File: config.mk
export PLATFORM = sky130hd
export DESIGN_NAME = ifel_top
export DESIGN_NICKNAME = d
export VERILOG_FILES = /design/src/logic/ifel_pkg.sv /design/src/logic/ifel_sync.sv /design/src/logic/ifel_edge.sv /design/src/logic/ifel_top.sv
export SDC_FILE = /design/constraint.sdc
export NUM_CORES = 1
export LEC_CHECK = 0
export ABC_AREA = 0
export BUFFER_PORTS_ARGS = -buffer_cell sky130_fd_sc_hd__buf_4
export CAP_MARGIN = 20
export CORE_MARGIN = 2
export CORE_UTILIZATION = 43
export CTS_CLUSTER_SIZE = 30
export DETAILED_ROUTE_END_ITERATION = 8
export PLACE_DENSITY = 0.69
export SYNTH_ARGS = -nofsm -noshare
export SYNTH_HDL_FRONTEND = slang
export SYNTH_HIERARCHICAL = 1
export SYNTH_SLANG_ARGS = --single-unit
File: constraint.sdc
create_clock -name pclk -period 3.1 [get_ports pclk]
set_clock_uncertainty 0.2 [all_clocks]
set_input_delay 0 -clock pclk [delete_from_list [all_inputs] [get_ports pclk]]
set_output_delay 0 -clock pclk [all_outputs]
set_load 0.01 [all_outputs]
File: src/logic/ifel_pkg.sv
// constants shared by the interrupt flag and enable logic
package ifel_pkg;
    // register byte offsets on the apb slave
    localparam logic [11:0] OFS_INTERRUPT_CONTROL = 12'h000;
    localparam logic [11:0] OFS_OPTION            = 12'h004;
    localparam logic [11:0] OFS_PERIPH_FLAGS_A    = 12'h008;
    localparam logic [11:0] OFS_PERIPH_FLAGS_B    = 12'h00c;
    localparam logic [11:0] OFS_PERIPH_ENABLES_A  = 12'h010;
    localparam logic [11:0] OFS_PERIPH_ENABLES_B  = 12'h014;
    localparam logic [11:0] OFS_CORE_STATUS       = 12'h018;

    // interrupt_control field positions
    localparam int BIT_GLOBAL_IRQ_ENABLE      = 7;
    localparam int BIT_PERIPH_ENABLE          = 6;
    localparam int BIT_TIMER0_ROLLOVER_ENABLE = 5;
    localparam int BIT_EXT_PIN_ENABLE         = 4;
    localparam int BIT_PORT_CHANGE_ENABLE     = 3;
    localparam int BIT_TIMER0_ROLLOVER_FLAG   = 2;
    localparam int BIT_EXT_PIN_FLAG           = 1;
    localparam int BIT_PORT_CHANGE_FLAG       = 0;

    // option register field
    localparam int BIT_EXT_EDGE_SELECT = 6;

    // core_status field positions
    localparam int BIT_STAT_SLEEPING = 0;
    localparam int BIT_STAT_REQUEST  = 1;
    localparam int BIT_STAT_PENDING  = 2;

    // reset values
    localparam logic [7:0] RST_INTERRUPT_CONTROL = 8'h00;
    localparam logic [7:0] RST_OPTION            = 8'hff;
    localparam logic [7:0] RST_PERIPH            = 8'h00;

    // program counter
    localparam int          PC_W       = 13;
    localparam logic [12:0] IRQ_VECTOR = 13'h0004;
    localparam logic [12:0] PC_STEP    = 13'h0001;

    // timer 0 rollover
    localparam logic [7:0] TMR_TOP    = 8'hff;
    localparam logic [7:0] TMR_BOTTOM = 8'h00;

    // bus
    localparam int         DATA_W   = 32;
    localparam int         REG_W    = 8;
    localparam int         SOURCE_N = 8;
    localparam int         PORT_HI_W = 4;
    localparam logic [23:0] READ_PAD = 24'h000000;
endpackage

File: src/logic/ifel_sync.sv
// two-flop synchroniser for pin inputs
`timescale 1ns/1ps
module ifel_sync #(
    parameter int W = 1
) (
    // clock and reset
    input  wire logic         pclk,
    input  wire logic         presetn,
    // asynchronous input and synchronised output
    input  wire logic [W-1:0] d,
    output logic      [W-1:0] q
);
    logic [W-1:0] stage1;

    // stage1 feeds only the second flop
    always_ff @(posedge pclk or negedge presetn) begin
        if (!presetn) begin
            stage1 <= '0;
            q      <= '0;
        end else begin
            stage1 <= d;
            q      <= stage1;
        end
    end
endmodule

File: src/logic/ifel_edge.sv
// selectable edge detector on a synchronised level
`timescale 1ns/1ps
module ifel_edge (
    // clock and reset
    input  wire logic pclk,
    input  wire logic presetn,
    // level and edge choice, high selects rising
    input  wire logic level,
    input  wire logic rising_sel,
    // one-cycle edge pulse
    output logic      edge_seen
);
    logic prev;

    always_ff @(posedge pclk or negedge presetn) begin
        if (!presetn) begin
            prev <= 1'b0;
        end else begin
            prev <= level;
        end
    end

    // changing the select while the pin is stable does not fire
    always_comb begin
        if (rising_sel) begin
            edge_seen = level & ~prev;
        end else begin
            edge_seen = ~level & prev;
        end
    end
endmodule

File: src/logic/ifel_top.sv
// interrupt flag and enable logic with apb registers and wake control
// Operation
// - nineteen sources (three control, sixteen peripheral), each with its own flag and enable bit
// - flags set on their event regardless of any enable
// - global enable at bit 7 passes unmasked sources, blocks all when clear
// - global enable and flagged enabled source vector the core at once
// - every reset clears the global enable
// - acceptance clears global enable, pushes return, loads 0004h
// - return from interrupt sets the global enable again
// - external event to vector takes three or four cycles
// - peripheral flags and enables in two registers each, gated by one bit
// - external pin edge chosen by option bit 6, rising when set
// - external edge sets bit 1, masked by enable bit 4
// - external edge wakes only if its enable was set
// - timer 0 rollover ffh to 00h sets bit 2, masked by bit 5
// - upper port pin change sets bit 0, enable placed at bit 3
// - wake continues at pc plus one, or vector when global enabled
// - a wake leaves the causing flag set
// - enabled source wakes whatever the global enable state
//
// Added by the designer: the APB slave port and the register addresses.
`timescale 1ns/1ps
module ifel_top (
    // clock and reset
    input  wire logic                 pclk,
    input  wire logic                 presetn,
    // apb slave
    input  wire logic                 psel,
    input  wire logic                 penable,
    input  wire logic                 pwrite,
    input  wire logic [11:0]          paddr,
    input  wire logic [31:0]          pwdata,
    output logic      [31:0]          prdata,
    output logic                      pready,
    output logic                      pslverr,
    // pins
    input  wire logic                 external_irq_pin,
    input  wire logic [3:0]           second_io_port_hi,
    // same-clock event sources
    input  wire logic [7:0]           timer_zero_count,
    input  wire logic [7:0]           periph_events_a,
    input  wire logic [7:0]           periph_events_b,
    // core sequencer
    input  wire logic                 return_from_irq_instr,
    input  wire logic                 sleep_instr,
    input  wire logic [12:0]          core_pc,
    output logic                      irq_request,
    output logic                      stack_push,
    output logic                      pc_load,
    output logic      [12:0]          next_pc,
    output logic                      sleeping
);
    logic [7:0]  interrupt_control;
    logic [7:0]  option_reg;
    logic [7:0]  periph_flags_a;
    logic [7:0]  periph_flags_b;
    logic [7:0]  periph_enables_a;
    logic [7:0]  periph_enables_b;
    logic [7:0]  tmr_prev;
    logic [3:0]  port_sync;
    logic [3:0]  port_prev;
    logic        ext_sync;
    logic        ext_edge;
    logic        tmr_roll;
    logic        port_change;
    logic        pending;
    logic        accept;
    logic        wake;
    logic        enter_sleep;
    logic        wr_access;
    logic        setup;
    logic        global_irq_enable;
    logic [3:0]  ctl_enables;
    logic [2:0]  ctl_flags;
    logic [7:0]  next_ctl;
    logic [7:0]  wbyte;
    logic [7:0]  next_rdata;
    logic        next_err;

    // flag update: hardware set wins over a software write
    function automatic logic [7:0] sticky(input logic [7:0] old,
                                          input logic [7:0] set,
                                          input logic       wr,
                                          input logic [7:0] wdata);
        logic [7:0] base;
        base = wr ? wdata : old;
        return base | set;
    endfunction

    function automatic logic hit(input logic [11:0] a,
                                 input logic [11:0] ofs);
        return a == ofs;
    endfunction

    // separate flops keep a single writer for each bit group
    assign interrupt_control = {global_irq_enable, ctl_enables, ctl_flags};
    assign setup     = psel & ~penable;
    assign wr_access = psel & penable & pready & pwrite;
    assign wbyte     = pwdata[ifel_pkg::REG_W-1:0];

    // pins pass two flops before any logic looks at them
    ifel_sync #(.W(1)) u_ext_sync (
        .pclk    (pclk),
        .presetn (presetn),
        .d       (external_irq_pin),
        .q       (ext_sync)
    );

    ifel_sync #(.W(ifel_pkg::PORT_HI_W)) u_port_sync (
        .pclk    (pclk),
        .presetn (presetn),
        .d       (second_io_port_hi),
        .q       (port_sync)
    );

    ifel_edge u_ext_edge (
        .pclk       (pclk),
        .presetn    (presetn),
        .level      (ext_sync),
        .rising_sel (option_reg[ifel_pkg::BIT_EXT_EDGE_SELECT]),
        .edge_seen  (ext_edge)
    );

    // event history for rollover and port change
    always_ff @(posedge pclk or negedge presetn) begin
        if (!presetn) begin
            tmr_prev  <= ifel_pkg::TMR_BOTTOM;
            port_prev <= '0;
        end else begin
            tmr_prev  <= timer_zero_count;
            port_prev <= port_sync;
        end
    end

    assign tmr_roll = (tmr_prev == ifel_pkg::TMR_TOP) &&
                      (timer_zero_count == ifel_pkg::TMR_BOTTOM);
    assign port_change = |(port_sync ^ port_prev);

    // nineteen sources, three control and sixteen peripheral, each flag and enable paired
    always_comb begin
        pending =
            (interrupt_control[ifel_pkg::BIT_TIMER0_ROLLOVER_FLAG] &
             interrupt_control[ifel_pkg::BIT_TIMER0_ROLLOVER_ENABLE]) |
            (interrupt_control[ifel_pkg::BIT_EXT_PIN_FLAG] &
             interrupt_control[ifel_pkg::BIT_EXT_PIN_ENABLE]) |
            (interrupt_control[ifel_pkg::BIT_PORT_CHANGE_FLAG] &
             interrupt_control[ifel_pkg::BIT_PORT_CHANGE_ENABLE]) |
            (interrupt_control[ifel_pkg::BIT_PERIPH_ENABLE] &
             (|(periph_flags_a & periph_enables_a) |
              |(periph_flags_b & periph_enables_b)));
    end

    assign accept = global_irq_enable & pending & ~sleeping;
    assign wake   = sleeping & pending;
    // a source already pending turns the sleep instruction into a no-op
    assign enter_sleep = sleep_instr & ~sleeping & ~pending;

    // global enable, the hardware clear has priority over software
    always_ff @(posedge pclk or negedge presetn) begin
        if (!presetn) begin
            global_irq_enable <= 1'b0;
        end else if (accept || (wake && global_irq_enable)) begin
            global_irq_enable <= 1'b0;
        end else if (return_from_irq_instr) begin
            global_irq_enable <= 1'b1;
        end else if (wr_access &&
                     hit(paddr, ifel_pkg::OFS_INTERRUPT_CONTROL)) begin
            global_irq_enable <= wbyte[ifel_pkg::BIT_GLOBAL_IRQ_ENABLE];
        end
    end

    // enables of interrupt_control are plain read/write
    always_ff @(posedge pclk or negedge presetn) begin
        if (!presetn) begin
            ctl_enables <= ifel_pkg::RST_INTERRUPT_CONTROL[6:3];
        end else if (wr_access &&
                     hit(paddr, ifel_pkg::OFS_INTERRUPT_CONTROL)) begin
            ctl_enables <= wbyte[6:3];
        end
    end

    // flags are sticky and set regardless of any enable
    always_comb begin
        next_ctl = sticky({5'h00, ctl_flags},
                          {5'h00, tmr_roll, ext_edge, port_change},
                          wr_access &&
                          hit(paddr, ifel_pkg::OFS_INTERRUPT_CONTROL),
                          wbyte);
    end

    always_ff @(posedge pclk or negedge presetn) begin
        if (!presetn) begin
            ctl_flags <= ifel_pkg::RST_INTERRUPT_CONTROL[2:0];
        end else begin
            ctl_flags <= next_ctl[2:0];
        end
    end

    always_ff @(posedge pclk or negedge presetn) begin
        if (!presetn) begin
            periph_flags_a <= ifel_pkg::RST_PERIPH;
            periph_flags_b <= ifel_pkg::RST_PERIPH;
        end else begin
            periph_flags_a <= sticky(periph_flags_a, periph_events_a,
                wr_access && hit(paddr, ifel_pkg::OFS_PERIPH_FLAGS_A),
                wbyte);
            periph_flags_b <= sticky(periph_flags_b, periph_events_b,
                wr_access && hit(paddr, ifel_pkg::OFS_PERIPH_FLAGS_B),
                wbyte);
        end
    end

    // peripheral enables and option
    always_ff @(posedge pclk or negedge presetn) begin
        if (!presetn) begin
            periph_enables_a <= ifel_pkg::RST_PERIPH;
            periph_enables_b <= ifel_pkg::RST_PERIPH;
            option_reg       <= ifel_pkg::RST_OPTION;
        end else if (wr_access) begin
            if (hit(paddr, ifel_pkg::OFS_PERIPH_ENABLES_A)) begin
                periph_enables_a <= wbyte;
            end
            if (hit(paddr, ifel_pkg::OFS_PERIPH_ENABLES_B)) begin
                periph_enables_b <= wbyte;
            end
            if (hit(paddr, ifel_pkg::OFS_OPTION)) begin
                option_reg <= wbyte;
            end
        end
    end

    // sleep state
    always_ff @(posedge pclk or negedge presetn) begin
        if (!presetn) begin
            sleeping <= 1'b0;
        end else if (wake) begin
            sleeping <= 1'b0;
        end else if (enter_sleep) begin
            sleeping <= 1'b1;
        end
    end

    // core redirection, vector on accept or on a wake with enable set
    always_ff @(posedge pclk or negedge presetn) begin
        if (!presetn) begin
            stack_push  <= 1'b0;
            pc_load     <= 1'b0;
            next_pc     <= '0;
            irq_request <= 1'b0;
        end else begin
            stack_push  <= accept | (wake & global_irq_enable);
            pc_load     <= accept | wake;
            irq_request <= global_irq_enable & pending;
            if (accept || (wake && global_irq_enable)) begin
                next_pc <= ifel_pkg::IRQ_VECTOR;
            end else if (wake) begin
                next_pc <= core_pc + ifel_pkg::PC_STEP;
            end
        end
    end

    // read mux, decoded in the setup cycle so data is ready in access
    always_comb begin
        next_rdata = 8'h00;
        next_err   = 1'b0;
        unique case (paddr)
            ifel_pkg::OFS_INTERRUPT_CONTROL: next_rdata = interrupt_control;
            ifel_pkg::OFS_OPTION:            next_rdata = option_reg;
            ifel_pkg::OFS_PERIPH_FLAGS_A:    next_rdata = periph_flags_a;
            ifel_pkg::OFS_PERIPH_FLAGS_B:    next_rdata = periph_flags_b;
            ifel_pkg::OFS_PERIPH_ENABLES_A:  next_rdata = periph_enables_a;
            ifel_pkg::OFS_PERIPH_ENABLES_B:  next_rdata = periph_enables_b;
            ifel_pkg::OFS_CORE_STATUS: begin
                next_rdata[ifel_pkg::BIT_STAT_SLEEPING] = sleeping;
                next_rdata[ifel_pkg::BIT_STAT_REQUEST]  = global_irq_enable & pending;
                next_rdata[ifel_pkg::BIT_STAT_PENDING]  = pending;
            end
            default: next_err = 1'b1;
        endcase
    end

    // one wait-free access cycle after every setup
    always_ff @(posedge pclk or negedge presetn) begin
        if (!presetn) begin
            pready  <= 1'b0;
            pslverr <= 1'b0;
            prdata  <= '0;
        end else if (setup) begin
            pready  <= 1'b1;
            pslverr <= next_err;
            prdata  <= pwrite ? 32'h00000000 :
                       {ifel_pkg::READ_PAD, next_rdata};
        end else begin
            pready  <= 1'b0;
            pslverr <= 1'b0;
        end
    end

    AST_FLAG_SET_ANYWAY: assert property (
        @(posedge pclk) disable iff (!presetn)
        ext_edge |=> interrupt_control[ifel_pkg::BIT_EXT_PIN_FLAG])
        else $error("edge did not set external flag");

    AST_GIE_BLOCKS: assert property (
        @(posedge pclk) disable iff (!presetn)
        !global_irq_enable |=> !stack_push)
        else $error("vector taken with global enable clear");

    AST_VECTOR_NOW: assert property (
        @(posedge pclk) disable iff (!presetn)
        accept |=> pc_load && stack_push &&
                   next_pc == ifel_pkg::IRQ_VECTOR)
        else $error("accepted request not vectored next cycle");

    AST_ACCEPT_CLEARS_GIE: assert property (
        @(posedge pclk) disable iff (!presetn)
        stack_push |-> !global_irq_enable)
        else $error("global enable still set after acceptance");

    AST_RETURN_SETS_GIE: assert property (
        @(posedge pclk) disable iff (!presetn)
        return_from_irq_instr && !pending |=> global_irq_enable)
        else $error("return did not re-enable interrupts");

    AST_EXT_LATENCY: assert property (
        @(posedge pclk) disable iff (!presetn)
        ext_edge && global_irq_enable && !sleeping && !pending &&
        interrupt_control[ifel_pkg::BIT_EXT_PIN_ENABLE] &&
        !(psel && penable) ##1 !(psel && penable) |=> stack_push)
        else $error("external event latency exceeded");

    AST_TMR_ROLL: assert property (
        @(posedge pclk) disable iff (!presetn)
        $past(timer_zero_count) == ifel_pkg::TMR_TOP &&
        timer_zero_count == ifel_pkg::TMR_BOTTOM
        |=> interrupt_control[ifel_pkg::BIT_TIMER0_ROLLOVER_FLAG])
        else $error("rollover did not set timer flag");

    AST_WAKE_PC: assert property (
        @(posedge pclk) disable iff (!presetn)
        wake && !global_irq_enable |=> pc_load && !stack_push && !sleeping &&
                         next_pc == $past(core_pc) + ifel_pkg::PC_STEP)
        else $error("wake with enable clear did not resume at pc+1");

    AST_WAKE_FLAG: assert property (
        @(posedge pclk) disable iff (!presetn)
        wake && !(psel && penable) |=>
        |{interrupt_control[2:0], periph_flags_a, periph_flags_b})
        else $error("wake left no flag set");

    AST_STICKY: assert property (
        @(posedge pclk) disable iff (!presetn)
        interrupt_control[ifel_pkg::BIT_EXT_PIN_FLAG] && !wr_access
        |=> interrupt_control[ifel_pkg::BIT_EXT_PIN_FLAG])
        else $error("external flag dropped without a write");
endmodule

==> impl_metrics.env, run 1 <==
export IMPL_port_buffer_count=95
export IMPL_yosysMostFrequentCell="dfrtp_1"
export IMPL_ant_nets=0
export IMPL_die_area_um2=11580
export IMPL_rsz0062_at_grt="no"
export IMPL_synth_seq_cells=98
export IMPL_power_density_nw_per_um2=374.3
export IMPL_final_util=0.6280
export IMPL_crit_path_end_kind="register"
export IMPL_grt_max_degree=65
export IMPL_cts_hold_buffers=91
export IMPL_largest_register_ffs=13
export IMPL_drt_total_wl_um=11350
export IMPL_tightest_slew_ns=0.8139
export IMPL_p_switching_mw=0.6280
export IMPL_cell_internal_pwr_mw=1.810
export IMPL_cts_tree="yes"
export IMPL_p_clk_frac=0.333
export IMPL_holdCritPathClass="in -> reg"
export IMPL_cpPeakStageDelay_ns=0.70
export IMPL_io_pins=144
export IMPL_synthTopCellsByArea="dfrtp_1, mux2_2, dfstp_2, buf_4, mux4_2"
export IMPL_globalplace_congestion=0.8298
export IMPL_syn_area_um2=4616
export IMPL_post_cts_buffers=0
export IMPL_insertion_delay_ns=0.36
export IMPL_fin_crit_sh=0.9306
export IMPL_worstPathRequired_ns=3.15
export IMPL_switching_share=0.2576
export IMPL_drt_iter0_markers=171
export IMPL_finalHoldViolCount=0
export IMPL_p_leak_nw=2.863
export IMPL_area_delta_synth_final_pct=41.10
export IMPL_cp_start_kind="primary input"
export IMPL_cts_resized=0
export IMPL_synthTopCellsByCount="dfrtp_1, mux2_2, buf_4"
export IMPL_synth_edf_count=0
export IMPL_synthArstFlopShare=1.000
export IMPL_grt_pass1_wl_um=18280
export IMPL_syn_avg_cell_area_um2=12.89
export IMPL_overflow=0
export IMPL_clk_pin_slew_ns=0.10
export IMPL_relSlewSlack=0.4574
export IMPL_floorplan_initialDensity=0.4451
export IMPL_drive_above_1_share=0.3123
export IMPL_clockRootBuffer="clkbuf_8"
export IMPL_finalCriticalPeriod_ns=2.885
export IMPL_maxCapViolations=0
export IMPL_drtPass1Iterations=4
export IMPL_antenna_found_initial=0
export IMPL_dp_hpwl_um=7243
export IMPL_drc=0
export IMPL_cp_arrival_ns=2.93
export IMPL_netlist_area_leader_share=0.4879
export IMPL_path_max_fanout=16
export IMPL_synth_cell_types=52
export IMPL_cp_top_family="simple AND/OR/NAND/NOR gates"
export IMPL_wl_per_cell_um=16.42
export IMPL_report_final_setup_viol=0
export IMPL_coreArea_um2=10370
export IMPL_path_class="in -> reg"
export IMPL_clock_sinks=98
export IMPL_critical_path_most_common_cell="dlygate4sd3_1"
export IMPL_tns_ns=0
export IMPL_die_width_um=107.6
export IMPL_vias=3561
export IMPL_power_frac_seq=0.541
export IMPL_cp_slowest_cell="nor3_4"
export IMPL_htree_num_levels=3
export IMPL_status="complete, no violations"
export IMPL_fp_dieH_um=107.6
export IMPL_cts_buffer_depth=2
export IMPL_cts_buffers=9
export IMPL_critical_path_buf_inv_count=3
export IMPL_fmaxAchievable_mhz=346.7
export IMPL_vias_per_cell=5.153
export IMPL_ir_worst_vdd_uv=206.4
export IMPL_ys_seq_area_frac=0.5335
export IMPL_yosysTopAreaCell="dfrtp_1"
export IMPL_comb_power_share=0.126
export IMPL_syn_inst=358
export IMPL_path_cells="dlygate4sd3_1 > buf_4 > nor4_4 > nand4b_4 > nor3_4 > nor2b_1 > a211o_1 > dlygate4sd3_1"
export IMPL_maxSlewViolCount=0
export IMPL_yosysWarnings=6
export IMPL_grt_pass1_vias=3687
export IMPL_track_usage=0.2049
export IMPL_ys_flop_type="dfrtp_1"
export IMPL_nets=643
export IMPL_rows=37
export IMPL_regMostFlops="next_pc"
through the flow:
stage	hold slack [ns]	cells	power (mW)	setup slack, ns	area (um^2)
final	0.04547	691	2.438	0.2153	6513
after global routing	0.05213	690	2.530	0.04873	6510
after CTS	0.01585	690	2.457	0.2275	6510
after detailed placement	-0.08939	583	1.574	0.8272	5405
after global placement	-0.09091	583	1.570	0.8359	5405
after floorplan	-0.4956	381	1.451	0.9861	4702
final timing paths:
kind | start | end | slack (ns) | depth (start not counted)
max in group asynchronous | presetn | option_reg[0]$_DFFE_PN1P_ | 1.89 | 3
min in group asynchronous | presetn | next_pc[6]$_DFFE_PN0P_ | 0.07 | 2
max | paddr[10] | periph_flags_b[3]$_DFF_PN0_ | 0.22 | 8
max reg2reg | pready$_DFF_PN0_ | periph_flags_b[3]$_DFF_PN0_ | 0.26 | 5
min reg2reg | u_port_sync/stage1[0]$_DFF_PN0_ | u_port_sync/q[0]$_DFF_PN0_ | 0.16 | 0
min | paddr[6] | prdata[0]$_DFFE_PN0P_ | 0.05 | 6
power by group through the flow:
stage / logic [mW] / clock network (mW) / registers [mW]
final: 0.308 / 0.811 / 1.32
after global routing: 0.335 / 0.873 / 1.32
after CTS: 0.306 / 0.831 / 1.32
after detailed placement: 0.231 / 0 / 1.34
after global placement: 0.227 / 0 / 1.34
after floorplan: 0.103 / 0 / 1.35
kinds of logic (layout without fill, tap and decap cells):
| group | after synthesis | count (layout) | synth area share |
|---|---|---|---|
| AOI/OAI and AO/OA | 67 | 67 | 0.1160 |
| adders and majority gates | 1 | 1 | 0.002710 |
| buffers and inverters | 45 | 218 | 0.05882 |
| xor gates and xnor gates | 15 | 15 | 0.02846 |
| muxes | 48 | 48 | 0.1350 |
| and+or+nand+nor | 83 | 83 | 0.1247 |
| other | 1 | 25 | 0.0008124 |
| DFF | 98 | 98 | 0.5335 |
cells in the final DEF (no fill, tap or decap), types with 5 or more instances in the layout:
master and count:
xnor2_1 5, o21ai_0 7, a211o_1 17, xor2_1 10, a22o_1 8, buf_4 99
dlygate4sd3_1 91, o2bb2ai_1 13, clkbuf_8 10, dfstp_2 8, inv_1 11, nor4_4 5
conb_1 24, mux4_2 8, dfrtp_1 90, mux2i_1 9, nor2_1 10, nand2_1 17
mux2_2 29, nand3_1 9, nor2b_1 18
layout make-up:
type	count	area, um^2
sequential	98	2462
tap	136	170.2
inverter	11	41.29
clock buffer	10	137.6
timing repair buffer	191	1674
clock inverter	6	56.30
antenna	1	2.502
multi-input combinational	238	1968
fill	802	3857
metal layers:
layer	track usage	up-vias	wire length (um)
met1	0.2603	1763	4845
met4	0.09158	0	246
met2	0.3473	119	5759
met5	0	-	0
li1	-	1658	-
met3	0.02966	21	494
tightest hold or removal path, stage by stage:
cell     delay [ns]
buf_4          0.08
nor2_1         0.08
nand3_1        0.16
a21oi_1        0.06
a21oi_1        0.12
o31ai_1        0.08
Note: power is estimated with default switching activity, not from simulation.
==> inputs of run 2 (changes only) <==
- MAX_ROUTING_LAYER: unset -> met4
==> run 2 against run 1 <==
Net effect: combinational power about the same; routed wire length about the same; non-clock buffer count unchanged; clock power about the same; clock-buffer cell count unchanged; sequential share of layout area unchanged; total power about the same; die area unchanged; critical path depth unchanged; fmax decreased by 0.65%; setup slack got worse by 0.019 ns; first-iteration DRC count increased by 25%.
==> impl_metrics.env, run 2 (synthesized netlist as in run 1, its figures left out) <==
export IMPL_vias=3569
export IMPL_cp_start_kind="primary input"
export IMPL_stdcell_count=691
export IMPL_report_final_setup_viol=0
export IMPL_antenna_found_initial=0
export IMPL_post_cts_buffers=0
export IMPL_regMostFlops="next_pc"
export IMPL_fp_dieH_um=107.6
export IMPL_insertion_delay_ns=0.36
export IMPL_layout_commonest_cell="buf_4"
export IMPL_maxSlewViolCount=0
export IMPL_maxCapViolations=0
export IMPL_cp_slowest_cell="nor3_4"
export IMPL_drtPass1Iterations=4
export IMPL_worstPathRequired_ns=3.15
export IMPL_min_from="paddr[6]"
export IMPL_fmaxAchievable_mhz=344.4
export IMPL_rsz0062_at_grt="no"
export IMPL_nets=643
export IMPL_finalHoldViolCount=0
export IMPL_grt_pass1_vias=3686
export IMPL_min_to="prdata[0]$_DFFE_PN0P_"
export IMPL_r2r_start="pready$_DFF_PN0_"
export IMPL_path_cells="dlygate4sd3_1 > buf_4 > nor4_4 > nand4b_4 > nor3_4 > nor2b_1 > a211o_1 > dlygate4sd3_1"
export IMPL_critical_path_most_common_cell="dlygate4sd3_1"
export IMPL_rows=37
export IMPL_power_density_nw_per_um2=374.2
export IMPL_grt_max_degree=65
export IMPL_path_max_fanout=16
export IMPL_drive_above_1_share=0.3123
export IMPL_htree_num_levels=3
export IMPL_grt_pass1_wl_um=18300
export IMPL_drt_iter0_markers=213
export IMPL_status="complete, no violations"
export IMPL_io_pins=144
export IMPL_cts_buffers=9
export IMPL_hold_depth=6
export IMPL_drt_total_wl_um=11350
export IMPL_coreArea_um2=10370
export IMPL_die_width_um=107.6
export IMPL_die_area_um2=11580
export IMPL_cts_buffer_depth=2
export IMPL_ff2ff_path_depth=5
export IMPL_globalplace_congestion=0.8424
export IMPL_relSlewSlack=0.4602
export IMPL_cts_tree="yes"
export IMPL_clock_sinks=98
export IMPL_crit_path_end_kind="register"
export IMPL_worst_r2r_setup_slack_ns=0.25
export IMPL_timing_rr_end="periph_flags_b[3]$_DFF_PN0_"
export IMPL_drc=0
export IMPL_ant_nets=0
export IMPL_finalInstanceArea_um2=6513
export IMPL_cpPeakStageDelay_ns=0.71
export IMPL_p_leak_nw=2.863
export IMPL_fin_crit_sh=0.9367
export IMPL_holdCritPathClass="in -> reg"
export IMPL_area_delta_synth_final_pct=41.10
export IMPL_vias_per_cell=5.165
export IMPL_path_class="in -> reg"
export IMPL_clk_pin_slew_ns=0.10
export IMPL_overflow=0
export IMPL_cp_arrival_ns=2.95
export IMPL_clockRootBuffer="clkbuf_8"
export IMPL_finalCriticalPeriod_ns=2.904
export IMPL_dp_hpwl_um=7243
export IMPL_floorplan_initialDensity=0.4451
export IMPL_largest_register_ffs=13
export IMPL_tightest_slew_ns=0.8098
export IMPL_final_cell_mix="buf_4, dlygate4sd3_1, dfrtp_1, mux2_2, conb_1"
export IMPL_dpl_cell_count=583
export IMPL_port_buffer_count=95
export IMPL_ir_worst_vdd_uv=207.2
export IMPL_tns_ns=0
export IMPL_wl_per_cell_um=16.43
export IMPL_track_usage=0.2109
export IMPL_place_area_um2=5405
-- run 2: cell counts in the layout (fill, tap and decap cells not counted) --
No cell type changed its count.
-- run 2: per-stage QoR --
step | setup slack (ns) | power, mW | hold slack, ns | utilization
after floorplan | 0.9861 | 1.451 | -0.4956 | -
after global placement | 0.8359 | 1.570 | -0.09091 | 0.5212
after detailed placement | 0.8272 | 1.574 | -0.08939 | 0.5212
after CTS | 0.2275 | 2.457 | 0.01585 | 0.6278
after global routing | 0.04872 | 2.532 | 0.05213 | 0.6278
final | 0.1963 | 2.437 | 0.04129 | 0.6280
-- run 2: critical path: cells and delay by family --
| kind | cells | cell delay (ns) |
|---|---|---|
| simple gates | 4 | 1.37 |
| buf+inv | 3 | 1.26 |
| compound gates | 1 | 0.31 |
-- run 2: timing repair --
item	4_1_cts	5_1_grt
hold buffers	91	0
endpoints found under the hold margin	147	0
resized for setup	0	0
-- run 2: worst max-delay path by stage --
stage	start	to	slack [ns]	depth (start not counted)
finish	paddr[10]	periph_flags_b[3]$_DFF_PN0_	0.20	8
global route	paddr[5]	periph_flags_b[3]$_DFF_PN0_	0.05	8
CTS	paddr[5]	periph_enables_b[2]$_DFFE_PN0P_	0.23	8
detailed placement	pready$_DFF_PN0_	ctl_enables[2]$_DFFE_PN0P_	0.83	4
global placement	paddr[9]	periph_enables_b[4]$_DFFE_PN0P_	0.84	6
floorplan	pready$_DFF_PN0_	global_irq_enable$_DFFE_PN0P_	0.99	4
-- run 2: layout make-up --
| cell class | count | area (um^2) |
|---|---|---|
| Multi-Input combinational cell | 238 | 1968 |
| Sequential cell | 98 | 2462 |
| Antenna cell | 1 | 2.502 |
| Inverter | 11 | 41.29 |
| Timing Repair Buffer | 191 | 1674 |
| Fill cell | 802 | 3857 |
| Clock buffer | 10 | 137.6 |
| Tap cell | 136 | 170.2 |
| Clock inverter | 6 | 56.30 |
-- run 2: routing by layer --
layer  track usage  up-vias  share of wire
met5             -        -              0
met4       0.09249        0          0.021
met3       0.03390       21          0.046
met2        0.3468      120           0.51
met1        0.2583     1774           0.42
li1              -     1654              -
-- run 2: where the power goes --
group | internal (mW) | switching [mW]
combinational | 0.171 | 0.137
clock | 0.332 | 0.478
sequential | 1.31 | 0.0131
